===== config.mk =====
export PLATFORM = sky130hd
export DESIGN_NAME = nctrr_core
export DESIGN_NICKNAME = d
export VERILOG_FILES = /design/src/rtl/nctrr_pkg.sv /design/src/rtl/nctrr_rotate.sv /design/src/rtl/nctrr_core.sv
export SDC_FILE = /design/constraint.sdc
export NUM_CORES = 1
export LEC_CHECK = 0
export BUFFER_PORTS_ARGS = -buffer_cell sky130_fd_sc_hd__buf_2
export CORE_ASPECT_RATIO = 1.2
export CORE_MARGIN = 2
export CORE_UTILIZATION = 45
export CTS_CLUSTER_DIAMETER = 100
export CTS_CLUSTER_SIZE = 28
export DETAILED_ROUTE_END_ITERATION = 10
export GPL_TIMING_DRIVEN = 1
export PLACE_DENSITY = 0.82
export SYNTH_ARGS = -nofsm -noshare
export SYNTH_HDL_FRONTEND = slang
export SYNTH_SLANG_ARGS = --single-unit

===== constraint.sdc =====
create_clock -name clk_i -period 1.8 [get_ports clk_i]
set_input_delay 0.09 -clock clk_i [delete_from_list [all_inputs] [get_ports clk_i]]
set_output_delay 0.09 -clock clk_i [all_outputs]
set_load 0.02 [all_outputs]

===== src/rtl/nctrr_pkg.sv =====
// Purpose: shared constants for the table-read, return and rotate executor
// Assumes: 8-bit opcodes, 4-bit data path, 13-bit rom address, 12-bit pc
// Notes: opcodes and field positions for the rtl live here; the bench spells opcodes as literals
`default_nettype none
package nctrr_pkg;
  localparam int DATA_W = 4;
  localparam int PC_W = 12;
  localparam int ROM_AW = 13;
  localparam int MEM_AW = 8;
  localparam logic [7:0] OP_HIGH_PAGE_TABLE_READ_TO_WORK_REG = 8'h4e;
  localparam logic [7:0] OP_SUBROUTINE_RETURN = 8'h2e;
  localparam logic [7:0] OP_INTERRUPT_RETURN = 8'h2f;
  localparam logic [7:0] OP_ROTATE_LEFT_PLAIN = 8'h01;
  localparam logic [7:0] OP_ROTATE_LEFT_THROUGH_CARRY = 8'h03;
  // fixed high page: address bits 11~8 are all ones, bit 12 is port a bit three
  localparam logic [3:0] HIGH_PAGE_ONES = 4'hf;
  localparam int ROM_PORT_BIT_POS = 12;
  localparam logic [PC_W-1:0] PC_RST = 12'h000;
  localparam logic [DATA_W-1:0] ACC_RST = 4'h0;
  localparam logic [DATA_W-1:0] FWR_RST = 4'h0;
  localparam logic [MEM_AW-1:0] MEM_ADDR_RST = 8'h00;
  localparam logic [ROM_AW-1:0] ROM_ADDR_RST = 13'h0000;
  localparam logic CARRY_RST = 1'b0;
  localparam logic [PC_W-1:0] PC_STEP = 12'h001;
  typedef enum logic [1:0] {
    ST_IDLE = 2'b00,
    ST_MEM_RD = 2'b01,
    ST_ROM_RD = 2'b10
  } nctrr_state_t;
endpackage
`default_nettype wire


===== src/rtl/nctrr_rotate.sv =====
// Purpose: left rotate of the accumulator, plain or through carry
// Assumes: purely combinational, used by the executor
// Notes: none
`timescale 1ns/1ns
`default_nettype none
module nctrr_rotate (
  input wire logic [3:0] acc_i,
  input wire logic carry_i,
  input wire logic through_carry_i,
  output logic [3:0] acc_o,
  output logic carry_o
);
  always_comb begin
    // bit 3 always lands in carry; bit 0 takes bit 3 or the old carry
    acc_o = {acc_i[2:0], through_carry_i ? carry_i : acc_i[3]}; // see RULE6 see RULE7
    carry_o = acc_i[3]; // see RULE6 see RULE7
  end
endmodule
`default_nettype wire


===== src/rtl/nctrr_core.sv =====
// Purpose: executes table read from the high page, returns and left rotates
// Assumes: rom and data memory answer in the same cycle as their read strobes
// Notes: one-level return stack; carry saved beside it on interrupt entry
//
// Operation
// RULE1 - opcode 4e fetches one 8-bit rom word from the fixed high page
// RULE2 - rom address is port a bit three, ones, accumulator, pointed memory nibble
// RULE3 - high nibble goes to fourth working register, low nibble to accumulator
// RULE4 - subroutine return reloads pc bits 0~11 from the return stack
// RULE5 - interrupt return reloads pc and restores carry saved at interrupt entry
// RULE6 - plain left rotate moves bit 3 to bit 0 and carry
// RULE7 - rotate through carry puts old carry in bit 0, bit 3 in carry
// RULE8 - interrupt entry saves carry alongside the return address
`timescale 1ns/1ns
`default_nettype none
module nctrr_core (
  input wire logic clk_i,
  input wire logic rst_i,
  input wire logic op_valid_i,
  input wire logic [7:0] op_i,
  input wire logic call_i,
  input wire logic [11:0] call_target_i,
  input wire logic int_entry_i,
  input wire logic [11:0] int_vector_i,
  input wire logic acc_load_i,
  input wire logic [3:0] acc_data_i,
  input wire logic [7:0] memory_pointer_pair_i,
  input wire logic [3:0] mem_rdata_i,
  input wire logic [7:0] rom_data_i,
  input wire logic port_a_bit_three_i,
  output logic busy_o,
  output logic mem_rd_o,
  output logic [7:0] mem_addr_o,
  output logic rom_rd_o,
  output logic [12:0] rom_addr_o,
  output logic [3:0] acc_o,
  output logic [3:0] fourth_working_register_o,
  output logic carry_o,
  output logic [11:0] pc_o
);
  nctrr_pkg::nctrr_state_t state_r, state_nxt;
  logic [nctrr_pkg::DATA_W-1:0] acc_r, acc_nxt, fwr_r, fwr_nxt;
  logic carry_r, carry_nxt, saved_carry_r, saved_carry_nxt;
  logic [nctrr_pkg::PC_W-1:0] pc_r, pc_nxt, stack_r, stack_nxt;
  logic mem_rd_r, mem_rd_nxt, rom_rd_r, rom_rd_nxt, busy_r, busy_nxt;
  logic [nctrr_pkg::MEM_AW-1:0] mem_addr_r, mem_addr_nxt;
  logic [nctrr_pkg::ROM_AW-1:0] rom_addr_r, rom_addr_nxt;
  logic idle, int_take, call_take, op_take;
  logic [3:0] rot_acc;
  logic rot_carry;

  nctrr_rotate u_rotate (
    .acc_i(acc_r),
    .carry_i(carry_r),
    .through_carry_i(op_i == nctrr_pkg::OP_ROTATE_LEFT_THROUGH_CARRY),
    .acc_o(rot_acc),
    .carry_o(rot_carry)
  );

  // interrupt entry beats a call, a call beats an opcode; the loser is dropped
  assign idle = (state_r == nctrr_pkg::ST_IDLE);
  assign int_take = idle && int_entry_i;
  assign call_take = idle && !int_entry_i && call_i;
  assign op_take = idle && !int_entry_i && !call_i && op_valid_i;

  always_comb begin
    state_nxt = state_r;
    acc_nxt = acc_r;
    fwr_nxt = fwr_r;
    carry_nxt = carry_r;
    saved_carry_nxt = saved_carry_r;
    pc_nxt = pc_r;
    stack_nxt = stack_r;
    mem_rd_nxt = 1'b0;
    rom_rd_nxt = 1'b0;
    busy_nxt = busy_r;
    mem_addr_nxt = mem_addr_r;
    rom_addr_nxt = rom_addr_r;
    case (state_r)
      nctrr_pkg::ST_IDLE: begin
        if (int_take) begin
          stack_nxt = pc_r;
          saved_carry_nxt = carry_r; // see RULE8
          pc_nxt = int_vector_i;
        end else if (call_take) begin
          // one-level stack: a nested call overwrites the saved address
          stack_nxt = pc_r + nctrr_pkg::PC_STEP;
          pc_nxt = call_target_i;
        end else if (op_take) begin
          pc_nxt = pc_r + nctrr_pkg::PC_STEP;
          if (op_i == nctrr_pkg::OP_HIGH_PAGE_TABLE_READ_TO_WORK_REG) begin
            mem_rd_nxt = 1'b1; // see RULE1
            mem_addr_nxt = memory_pointer_pair_i;
            busy_nxt = 1'b1;
            state_nxt = nctrr_pkg::ST_MEM_RD;
          end else if (op_i == nctrr_pkg::OP_SUBROUTINE_RETURN) begin
            pc_nxt = stack_r; // see RULE4
          end else if (op_i == nctrr_pkg::OP_INTERRUPT_RETURN) begin
            pc_nxt = stack_r; // see RULE5
            carry_nxt = saved_carry_r; // see RULE5
          end else if (op_i == nctrr_pkg::OP_ROTATE_LEFT_PLAIN ||
                       op_i == nctrr_pkg::OP_ROTATE_LEFT_THROUGH_CARRY) begin
            acc_nxt = rot_acc; // see RULE6 see RULE7
            carry_nxt = rot_carry;
          end
        end else if (acc_load_i) begin
          acc_nxt = acc_data_i;
        end
      end
      nctrr_pkg::ST_MEM_RD: begin
        // port a bit three is sampled now, not at opcode time
        rom_addr_nxt = {port_a_bit_three_i, nctrr_pkg::HIGH_PAGE_ONES, acc_r, mem_rdata_i}; // see RULE2
        rom_rd_nxt = 1'b1; // see RULE1
        state_nxt = nctrr_pkg::ST_ROM_RD;
      end
      nctrr_pkg::ST_ROM_RD: begin
        fwr_nxt = rom_data_i[7:4]; // see RULE3
        acc_nxt = rom_data_i[3:0]; // see RULE3
        busy_nxt = 1'b0;
        state_nxt = nctrr_pkg::ST_IDLE;
      end
      default: begin
        state_nxt = nctrr_pkg::ST_IDLE;
        busy_nxt = 1'b0;
      end
    endcase
  end

  always_ff @(posedge clk_i) begin
    if (rst_i) begin
      state_r <= nctrr_pkg::ST_IDLE;
      acc_r <= nctrr_pkg::ACC_RST;
      fwr_r <= nctrr_pkg::FWR_RST;
      carry_r <= nctrr_pkg::CARRY_RST;
      saved_carry_r <= nctrr_pkg::CARRY_RST;
      pc_r <= nctrr_pkg::PC_RST;
      stack_r <= nctrr_pkg::PC_RST;
      mem_rd_r <= 1'b0;
      rom_rd_r <= 1'b0;
      busy_r <= 1'b0;
      mem_addr_r <= nctrr_pkg::MEM_ADDR_RST;
      rom_addr_r <= nctrr_pkg::ROM_ADDR_RST;
    end else begin
      state_r <= state_nxt;
      acc_r <= acc_nxt;
      fwr_r <= fwr_nxt;
      carry_r <= carry_nxt;
      saved_carry_r <= saved_carry_nxt;
      pc_r <= pc_nxt;
      stack_r <= stack_nxt;
      mem_rd_r <= mem_rd_nxt;
      rom_rd_r <= rom_rd_nxt;
      busy_r <= busy_nxt;
      mem_addr_r <= mem_addr_nxt;
      rom_addr_r <= rom_addr_nxt;
    end
  end

  assign busy_o = busy_r;
  assign mem_rd_o = mem_rd_r;
  assign mem_addr_o = mem_addr_r;
  assign rom_rd_o = rom_rd_r;
  assign rom_addr_o = rom_addr_r;
  assign acc_o = acc_r;
  assign fourth_working_register_o = fwr_r;
  assign carry_o = carry_r;
  assign pc_o = pc_r;

  AST_TABLE_READ_SEQ: assert property (@(posedge clk_i) disable iff (rst_i) // see RULE1
    op_take && op_i == nctrr_pkg::OP_HIGH_PAGE_TABLE_READ_TO_WORK_REG |=> mem_rd_o && busy_o ##1 rom_rd_o ##1 !busy_o)
    else $error("table read did not sequence memory then rom");
  AST_TABLE_ADDR: assert property (@(posedge clk_i) disable iff (rst_i) // see RULE2
    $rose(rom_rd_o) |->
    rom_addr_o == {$past(port_a_bit_three_i), nctrr_pkg::HIGH_PAGE_ONES, acc_o, $past(mem_rdata_i)})
    else $error("high page rom address wrong");
  AST_TABLE_WB: assert property (@(posedge clk_i) disable iff (rst_i) // see RULE3
    rom_rd_o |=> fourth_working_register_o == $past(rom_data_i[7:4]) && acc_o == $past(rom_data_i[3:0]))
    else $error("rom word not split into fourth working register and acc");
  AST_RET_PC: assert property (@(posedge clk_i) disable iff (rst_i) // see RULE4
    op_take && op_i == nctrr_pkg::OP_SUBROUTINE_RETURN |=> pc_o == $past(stack_r) && carry_o == $past(carry_o))
    else $error("return did not reload pc");
  AST_INTERRUPT_RETURN_CARRY: assert property (@(posedge clk_i) disable iff (rst_i) // see RULE5
    op_take && op_i == nctrr_pkg::OP_INTERRUPT_RETURN |=> pc_o == $past(stack_r) && carry_o == $past(saved_carry_r))
    else $error("interrupt return did not restore pc and carry");
  AST_RL_PLAIN: assert property (@(posedge clk_i) disable iff (rst_i) // see RULE6
    op_take && op_i == nctrr_pkg::OP_ROTATE_LEFT_PLAIN |=> acc_o == {$past(acc_o[2:0]), $past(acc_o[3])} &&
    carry_o == $past(acc_o[3]))
    else $error("plain left rotate wrong");
  AST_RL_CARRY: assert property (@(posedge clk_i) disable iff (rst_i) // see RULE7
    op_take && op_i == nctrr_pkg::OP_ROTATE_LEFT_THROUGH_CARRY |=> acc_o == {$past(acc_o[2:0]), $past(carry_o)} &&
    carry_o == $past(acc_o[3]))
    else $error("left rotate through carry wrong");
  AST_INT_SAVE: assert property (@(posedge clk_i) disable iff (rst_i) // see RULE8
    int_take |=> saved_carry_r == $past(carry_o) && stack_r == $past(pc_o) && pc_o == $past(int_vector_i))
    else $error("interrupt entry did not save carry and pc");

  // strobes are single-cycle so a slow memory cannot see a stale second request
  AST_MEM_PULSE: assert property (@(posedge clk_i) disable iff (rst_i) // see RULE1
    mem_rd_o |=> !mem_rd_o)
    else $error("memory read strobe longer than one cycle");
  AST_ROM_PULSE: assert property (@(posedge clk_i) disable iff (rst_i) // see RULE1
    rom_rd_o |=> !rom_rd_o)
    else $error("rom read strobe longer than one cycle");
  AST_MEM_ADDR: assert property (@(posedge clk_i) disable iff (rst_i) // see RULE2
    op_take && op_i == nctrr_pkg::OP_HIGH_PAGE_TABLE_READ_TO_WORK_REG |=> mem_addr_o == $past(memory_pointer_pair_i))
    else $error("table read used wrong memory pointer");
  AST_ROM_PORT_BIT: assert property (@(posedge clk_i) disable iff (rst_i) // see RULE2
    $rose(rom_rd_o) |-> rom_addr_o[nctrr_pkg::ROM_PORT_BIT_POS] == $past(port_a_bit_three_i))
    else $error("rom address top bit not from port a bit three");
  // the accumulator forms address bits 7~4, so it must not move before the rom answers
  AST_TABLE_ACC_HELD: assert property (@(posedge clk_i) disable iff (rst_i) // see RULE2
    busy_o && !rom_rd_o |=> acc_o == $past(acc_o))
    else $error("accumulator changed during table read");
  AST_BUSY_REFUSE: assert property (@(posedge clk_i) disable iff (rst_i) // see RULE1
    busy_o |=> pc_o == $past(pc_o))
    else $error("request taken while table read busy");
  AST_TABLE_PC: assert property (@(posedge clk_i) disable iff (rst_i) // see RULE1
    op_take && op_i == nctrr_pkg::OP_HIGH_PAGE_TABLE_READ_TO_WORK_REG |=> pc_o == $past(pc_o) + nctrr_pkg::PC_STEP)
    else $error("table read did not advance pc by one");
  AST_RL_SCOPE: assert property (@(posedge clk_i) disable iff (rst_i) // see RULE6
    op_take && (op_i == nctrr_pkg::OP_ROTATE_LEFT_PLAIN || op_i == nctrr_pkg::OP_ROTATE_LEFT_THROUGH_CARRY) |=>
    pc_o == $past(pc_o) + nctrr_pkg::PC_STEP &&
    fourth_working_register_o == $past(fourth_working_register_o))
    else $error("rotate touched more than accumulator and carry");
endmodule
`default_nettype wire


---- Yosys cells after proc, flatten, opt, wreduce, memory -nomap -nowiden ----
Cells that the tools add are included.
storage, ports and cells
  register bits after elaboration ......... 60
  logic and storage cells ................. 90
cells by class
  add/sub/neg operators ................... 1
  bitwise gates (word level) .............. 7
  reductions and logical operators ........ 22
  eq/ne operators ......................... 16
  muxes and demuxes ....................... 32
operators by type and width
  kind                   count
  $mux 12                8
  $mux 4                 8
  $eq 8x6->1 const B     2
  $add 12x1->12 const B  1
  $reduce_and 5->1       2
  $mux 1                 9
  $ne 3x3->1 const B     3
  $eq 8x1->1 const B     1
  $eq 8x2->1 const B     1
  $eq 8x7->1 const B     1
  $mux 2                 4
  $pmux 4 s2             1
  $reduce_and 8->1       1
  $not 1->1              7
  $reduce_and 7->1       1
  $ne 3x2->1 const B     2
  $reduce_and 2->1       3
  $reduce_bool 2->1      3
  $logic_and 1x1->1      5
  $reduce_or 5->1        1
  $ne 2x1->1 const B     2
  $ne 2x2->1 const B     2
  $pmux 2 s2             1
  $reduce_and 4->1       1
  other kinds (7)        8

---- Longest topological paths before layout ----
Gate-level depths: netlist of the first run.
  word-level depth ........................ 10
  mapped depth ............................ 7
  mapped depth without buffers ............ 6

---- Hierarchy ----
Synthesis of the first run repeated with hierarchy kept, for this count alone.
second synthesis, totals
  cell total of the unflattened synthesis .. 384
  area, all modules ....................... 3254.4 um^2
modules (own cells, without submodules)
  module        cells each  instances  area each (um^2)  seq. area each (um^2)
  nctrr_core    379         1          3209.3            1141.1
  nctrr_rotate  5           1          45.0              0.0

---- Worst setup path after synthesis of the first run ----
Ideal clock, no wire load.
  kind .................................... reg-to-reg
  start point ............................. register pc_r (netlist bit pc_o[0])
  end point ............................... register stack_r[8] in the netlist's numbering
  path buffers ............................ 0
  library setup time ...................... 86 ps
  cell stages (with the launch flop) ...... 7
  clock period less this slack ............ 1740 ps
  data arrival time ....................... 1654 ps
  setup slack ............................. 60 ps
  path through ............................ dfxtp_1 ha_1 nand3_1 nor3_1 nand2_1 xor2_1 a211oi_1
on the way
  cells in the longest elaborated chain, start to end .. 3
ends and longest elaborated chain
  item                      RTL line           source
  start: declaration        nctrr_core.sv:44   logic [nctrr_pkg::PC_W-1:0] pc_r, pc_nxt, stack_r, stack_nxt;
  start signal: assignment  nctrr_core.sv:136  pc_r <= nctrr_pkg::PC_RST;
  start signal: assignment  nctrr_core.sv:149  pc_r <= pc_nxt;
  $add 12x1->12             nctrr_core.sv:87   stack_nxt = pc_r + nctrr_pkg::PC_STEP;
  $mux 12                   nctrr_core.sv:85   end else if (call_take) begin
  $mux 12                   nctrr_core.sv:81   if (int_take) begin
  end signal: assignment    nctrr_core.sv:137  stack_r <= nctrr_pkg::PC_RST;
  end signal: assignment    nctrr_core.sv:150  stack_r <= stack_nxt;
  end: declaration          nctrr_core.sv:44
Every way passes these cells. The select of a mux whose other input is x is not followed.
A chain may end at the register's enable or synchronous reset.

---- Final worst setup path of the first run ----
  start point ............................. register pc_r (netlist bit pc_o[0])
  end point ............................... register pc_r (netlist bit pc_o[6])
on the way
  cells in the longest elaborated chain, start to end .. 7
ends and longest elaborated chain
  item             RTL line          source
  $add 12x1->12 *  nctrr_core.sv:90  pc_nxt = pc_r + nctrr_pkg::PC_STEP;
  $mux 12          nctrr_core.sv:98  end else if (op_i == nctrr_pkg::OP_INTERRUPT_RETURN) begin
  $mux 12          nctrr_core.sv:96  end else if (op_i == nctrr_pkg::OP_SUBROUTINE_RETURN) begin
  $mux 12 *        nctrr_core.sv:91  if (op_i == nctrr_pkg::OP_HIGH_PAGE_TABLE_READ_TO_WORK_REG) begin
  $mux 12 *        nctrr_core.sv:89  end else if (op_take) begin
  $mux 12 *        nctrr_core.sv:85
  $mux 12 *        nctrr_core.sv:81
Mark *: on every way between the ends. The rest lies on a longest branch, timed or not. The select of a mux whose other input is x is not followed.

==> results of run 1 <==
power by group through the flow:
stage          Combinational (W)  Clock [W]  Sequential (W)
2_1_floorplan           0.000224          0         0.00141
3_3_place_gp            0.000442          0         0.00137
5_1_grt                 0.000532    0.00144         0.00135
4_1_cts                 0.000482    0.00138         0.00135
6_report                0.000488    0.00137         0.00135
3_5_place_dp            0.000452          0         0.00137
metrics by stage:
stage / worst slack, ns / setup TNS [ns] / cell area, µm² / hold slack (ns)
after detailed placement: 0.105 / 0 / 3670 / 0.334
after floorplan: 0.0603 / 0 / 2920 / 0.191
after CTS: 0.0872 / 0 / 4060 / 0.00620
final: 0.0771 / 0 / 4070 / -0.00514
after global placement: 0.171 / 0 / 3670 / 0.326
after global routing: -0.0193 / -0.0382 / 4070 / 0.00325
final cells by class:
type,count,area share [%]
Multi-Input combinational cell,273,39.9
Sequential cell,57,28.1
Timing Repair Buffer,153,22.9
Clock buffer,11,3.72
Tap cell,85,2.61
Clock inverter,5,1.91
Inverter,9,0.830
critical path: stages, from the launching register on:
cell	delay, ns
dfxtp_1	0.35
ha_2	0.23
nand3_1	0.19
buf_4	0.20
nor2_1	0.12
xnor2_1	0.10
a21o_1	0.19
a311oi_1	0.24
state kept, by name (all words and copies together) (netlist names), 2 cells and up:
name / count
acc_o: 4
fourth_working_register_o: 4
mem_addr_o: 8
pc_o: 12
rom_addr_o: 10
stack_r: 12
state_r: 2
placed cells by master (no fill, tap or decap), types with 2 or more instances in the layout:
| master | count |
|---|---|
| a211o_1 | 3 |
| a211oi_1 | 9 |
| a21o_1 | 5 |
| a21oi_1 | 36 |
| a21oi_2 | 2 |
| a22oi_1 | 8 |
| a311oi_1 | 5 |
| and3_1 | 2 |
| buf_2 | 107 |
| buf_4 | 29 |
| bufinv_16 | 2 |
| clkbuf_8 | 11 |
| clkinv_2 | 2 |
| dfxtp_1 | 56 |
| dlygate4sd3_1 | 16 |
| inv_1 | 9 |
| mux2_2 | 5 |
| mux2i_1 | 13 |
| nand2_1 | 46 |
| nand3_1 | 8 |
| nand3b_1 | 2 |
| nand4_1 | 4 |
| nor2_1 | 51 |
| nor2b_1 | 4 |
| nor3_1 | 7 |
| nor3_2 | 4 |
| nor3b_1 | 2 |
| o211ai_1 | 2 |
| o21ai_0 | 14 |
| o221ai_1 | 4 |
| o22ai_1 | 6 |
| xnor2_1 | 10 |
| xor2_1 | 5 |
worst min-delay path by stage:
stage                                to  cells after the start                      from  slack [ns]
after global placement    mem_addr_o[2]                      3  memory_pointer_pair_i[2]        0.33
after floorplan                acc_o[0]                      1                     rst_i        0.19
after CTS                 mem_addr_o[6]                      3  memory_pointer_pair_i[6]       0.006
final                     mem_addr_o[6]                      3  memory_pointer_pair_i[6]      -0.005
after global routing      mem_addr_o[6]                      3  memory_pointer_pair_i[6]       0.003
after detailed placement  mem_addr_o[5]                      3  memory_pointer_pair_i[5]        0.33
cells by family (layout without fill, tap and decap cells):
family / Yosys count / in the layout / synth area share [%]
flip-flops: 57 / 57 / 39.1
buffers and inverters: 37 / 178 / 5.78
AO/OA/AOI/OAI: 102 / 102 / 22.7
adder cells (fa/ha/maj): 1 / 1 / 0.428
AND/OR/NAND/NOR: 137 / 137 / 21.1
multiplexers: 18 / 18 / 6.38
XOR/XNOR: 15 / 15 / 4.50
routing by layer:
metal | GRT usage (%) | part of all wire [%] | wire, µm | vias to the layer above
met5 | 0 | 0 | 0 | -
met4 | 11.8 | 2.4 | 204 | 0
met3 | 5.81 | 8.1 | 693 | 19
met2 | 41.9 | 50 | 4310 | 161
met1 | 26.8 | 39 | 3360 | 1483
li1 | - | - | - | 1563
what timing repair did:
item / 4_1_cts / 5_1_grt
endpoints found under the hold margin: 16 / 0
resized for setup: 0 / 4
hold buffers: 16 / 0
endpoints found under the setup margin: 0 / 6
==> impl_metrics.toml, run 1 <==
[outcome]
outcome = "finished, violations left"
violations = "negative hold slack"

[sta]
relSlewSlack_pct = 68.7
finalMaxSlewViolations = 0
finalHoldViolCount = 1
min_period_over_period_pct = 95.7
setup_violations = 0
worst_pin_slew_ns = 0.470
skew_ns = 0.00559
fin_hold_ws_ns = -0.00514
period_minus_slack_ns = 1.72
fmax_mhz = 580

[setup_path]
cp-startpoint = "pc_o[0]"
crit_fanout = 4
r2r_slack_ns = 0.08
worstSetupEndpoint = "pc_o[6]"
rr_worst_depth = 7
worstSetupEndpointType = "flip-flop"
reg2reg_to = "pc_o[6]"
timing.rr.start = "pc_o[0]"
cp-start-kind = "flip-flop"
critPathRequiredTime_ns = 2.06
cp.arrival_ns = 1.98
path_class = "flip-flop to flip-flop"

[floorplan]
top_level_ports = 108
core_um2 = 6370
num_rows = 32
initial_core_util_pct = 45.9
die_w_um = 77.6
die_h_um = 92.3
dieArea_um2 = 7160

[final_layout]
diodes = 0
synthToLayoutAreaGrowth_pct = 39.3
drive_gt1_share_pct = 33.5
nNetsFinal = 567
seqCellArea_um2 = 1140
nFillCells = 546
multi_input_area_um2 = 1620
utilization_pct = 63.9
stdcell_count = 593

[yosys]
async_reset_ff_share_pct = 0
ys_warn_count = 0
synth_cell_type_count = 48
synth.largest_area_cell = "dfxtp_1"
ys_seq_area_share_pct = 39.1
syn_inst = 367
ys_ff_latch = 57
synth_edf_count = 0
synthTopCellsByCount = "dfxtp_1, nor2_1, nand2_1"
synthFlopType = "dfxtp_1"
synth.most_common_cell = "dfxtp_1"
synthTopCellsByArea = "dfxtp_1, nor2_1, a21oi_1, nand2_1, mux2i_1"
synthesis.area_um2 = 2920
synth_area_per_cell_um2 = 7.96
synth_nets = 431
synth_top_area_share_pct = 39.1

[global_routing]
grt_max_degree = 59
antenna_found_initial = 0
grt_overflow_total = 0
grtUsageTotal_pct = 23.9
grt_pass1_vias = 2982
grt_pass1_wl_um = 13500

[power_and_ir_drop]
p_int_w = 0.00239
power_w = 0.00321
p_per_area_nw_per_um2 = 788
worst_ir_drop_vdd_v = 0.000459
seqPwrFrac_pct = 42.1
switchingPower_w = 0.000817
combPwrFrac_pct = 15.2
cellLeakagePower_nw = 1.86
power.share.switching_pct = 25.5
clock_power_share_pct = 42.7

[cts]
cts.clk_slew.worst_paths_ns = 0.06
cts_sinks = 57
clk_latency_ns = 0.35
h-tree-depth = 3
cts_setup_buffers = 0
tritoncts = "yes"
cts_root_buf = "clkbuf_8"
clk_path_buf_depth = 2
cts_buffers = 9

[placed_design]
port_buffers = 107
dp_hpwl_um = 6020
routabilityCongestion = 0.937
dp_cells = 561

[min_path]
hold_class = "input pin to flip-flop"

[routing]
via_per_inst = 5.44
drt-pass1-iter-count = 5
drt_iter0_markers = 162
routed_wl_um = 8570
wire_per_inst_um = 14.5
postRouteAntennaNets = 0
drcViolationCount = 0
vias = 3226

[job]
drv_cap = 0
No activity file was read; power rests on OpenSTA's default activity.
==> inputs of run 2 (changes only) <==
--- a/config.mk
+++ b/config.mk
@@ -6,7 +6,8 @@
 export NUM_CORES = 1
 export LEC_CHECK = 0
 export BUFFER_PORTS_ARGS = -buffer_cell sky130_fd_sc_hd__buf_2
-export CORE_ASPECT_RATIO = 1.2
+export CAP_MARGIN = 20
+export CORE_ASPECT_RATIO = 1.1
 export CORE_MARGIN = 2
 export CORE_UTILIZATION = 45
 export CTS_CLUSTER_DIAMETER = 100
==> run 2 against run 1 <==
  * The run now ends clean
  * Clock skew grew 0.00067 ns
  * Sequential share of layout area increased by 0.46 points
  * Worst setup slack better by 0.027 ns
  * Power is 3.9% lower
  * Die area is essentially flat
  * Non-clock buffer count shrank 6
  * Critical endpoint is now pc_o[7]
  * Largest cell class unchanged
  * Largest power group is now registers
==> impl_metrics.toml, run 2 (same netlist as run 1, synthesis figures left out) <==
[sta]
finalMaxSlewViolations = 0
finalHoldViolCount = 0
fmax_mhz = 590
setup_ws_ns = 0.104
min_period_over_period_pct = 94.2
relSlewSlack_pct = 60.7
setup_violations = 0
worst_pin_slew_ns = 0.590
skew_ns = 0.00626
grt_setup_unrepaired = "true"
period_minus_slack_ns = 1.70

[cts]
clk_path_buf_depth = 2
cts_setup_buffers = 0
clk_latency_ns = 0.33
cts.clk_slew.worst_paths_ns = 0.06
tritoncts = "yes"
cts_buffers = 9
h-tree-depth = 3
cts_sinks = 57
cts_root_buf = "clkbuf_8"

[setup_path]
rr_worst_depth = 5
crit_fanout = 8
crit_chain = "nand4_1 > or2_1 > xnor2_1 > a21o_1 > a311oi_1"
reg2reg_to = "pc_o[7]"
critPathRequiredTime_ns = 2.04
cp.arrival_ns = 1.94
critPathMaxStageDelay_ns = 0.50
timing.rr.start = "pc_o[2]"
path_class = "flip-flop to flip-flop"
worstSetupEndpointType = "flip-flop"
cp-start-kind = "flip-flop"
crit_slowest_cell = "dfxtp_1"
r2r_slack_ns = 0.10

[min_path]
hold_class = "input pin to flip-flop"
min-delay-start = "memory_pointer_pair_i[2]"
whs_path_depth = 3
hold_end = "mem_addr_o[2]"

[outcome]
outcome = "complete, no violations"

[final_layout]
stdcell_count = 581
synthToLayoutAreaGrowth_pct = 36.9
mostFrequentLayoutCells = "buf_2, dfxtp_1, nor2_1, nand2_1, a21oi_1"
diodes = 0
layout_commonest_cell = "buf_2"
nNetsFinal = 561
drive_gt1_share_pct = 33.1

[floorplan]
top_level_ports = 108
die_h_um = 88.5
dieArea_um2 = 7150
core_um2 = 6230
num_rows = 30
die_w_um = 80.8
initial_core_util_pct = 46.9

[job]
drv_cap = 0

[global_routing]
grtUsageTotal_pct = 24.7
antenna_found_initial = 0
grt_pass1_wl_um = 13700
grt_pass1_vias = 3055
grt_overflow_total = 0
grt_max_degree = 32

[placed_design]
dp_cells = 553
port_buffers = 107
dp_hpwl_um = 6150
pre_cts_ws_ns = 0.0876
routabilityCongestion = 0.882

[power_and_ir_drop]
cellLeakagePower_nw = 1.83
p_per_area_nw_per_um2 = 770
worst_ir_drop_vdd_v = 0.000465

[routing]
vias = 3197
drt-pass1-iter-count = 4
via_per_inst = 5.50
routed_wl_um = 8730
postRouteAntennaNets = 0
wire_per_inst_um = 15.0
drt_iter0_markers = 163
drcViolationCount = 0
==> run 2: worst max-delay path, delay by kind of cell, from the launching register on <==
family	cells	cell delay, ns
AND/OR/NAND/NOR	2	0.51
XOR/XNOR	1	0.16
AO/OA/AOI/OAI	2	0.44
flip-flops	1	0.50
==> run 2: layout make-up <==
cell class | count | area (µm²)
well taps | 80 | 100
repair buffers | 147 | 868
clock inverters | 2 | 35.0
multi-input cells | 273 | 1640
fillers | 529 | 2230
inverters | 9 | 33.8
flip-flops and latches | 57 | 1140
clock buffers | 13 | 179
==> run 2: routing by layer <==
layer	up-vias	routed length, µm	GRT usage, %
met5	-	0	0
met4	0	209	12.2
met3	24	606	4.39
met2	145	4320	43.2
met1	1472	3590	29.1
li1	1556	-	-
==> run 2: power by group <==
| group | switching [W] | total, W | leakage [nW] | internal, W |
|---|---|---|---|---|
| Sequential | 0.0000459 | 0.00136 | 0.465 | 0.00131 |
| Combinational | 0.000249 | 0.000466 | 1.25 | 0.000217 |
| Clock | 0.000479 | 0.00126 | 0.112 | 0.000780 |
==> run 2: worst max path at each step <==
stage	endpoint	from	slack [ns]	depth (start not counted)
6_report	pc_o[7]	pc_o[2]	0.10	5
5_1_grt	pc_o[7]	state_r[1]	-0.004	6
4_1_cts	stack_r[11]	pc_o[2]	0.08	5
3_5_place_dp	stack_r[11]	pc_o[2]	0.09	5
3_3_place_gp	pc_o[0]	state_r[1]	0.18	6
2_1_floorplan	stack_r[8]	pc_o[0]	0.06	6
==> run 2: through the flow <==
step	hold WS, ns	instance area [µm²]	power (W)	setup TNS, ns	utilization (%)
2_1_floorplan	0.191	2920	0.00163	0	-
3_3_place_gp	0.322	3620	0.00180	0	58.2
5_1_grt	0.0195	4000	0.00321	-0.00463	64.2
3_5_place_dp	0.330	3620	0.00181	0	58.2
4_1_cts	0.000759	3970	0.00309	0	63.7
6_report	0.00621	4000	0.00308	0	64.2
==> run 2: timing repair <==
item	in CTS	in global routing
hold endpoints to repair	13	0
endpoints found under the setup margin	0	7
hold buffers	13	0
resized for setup	0	6
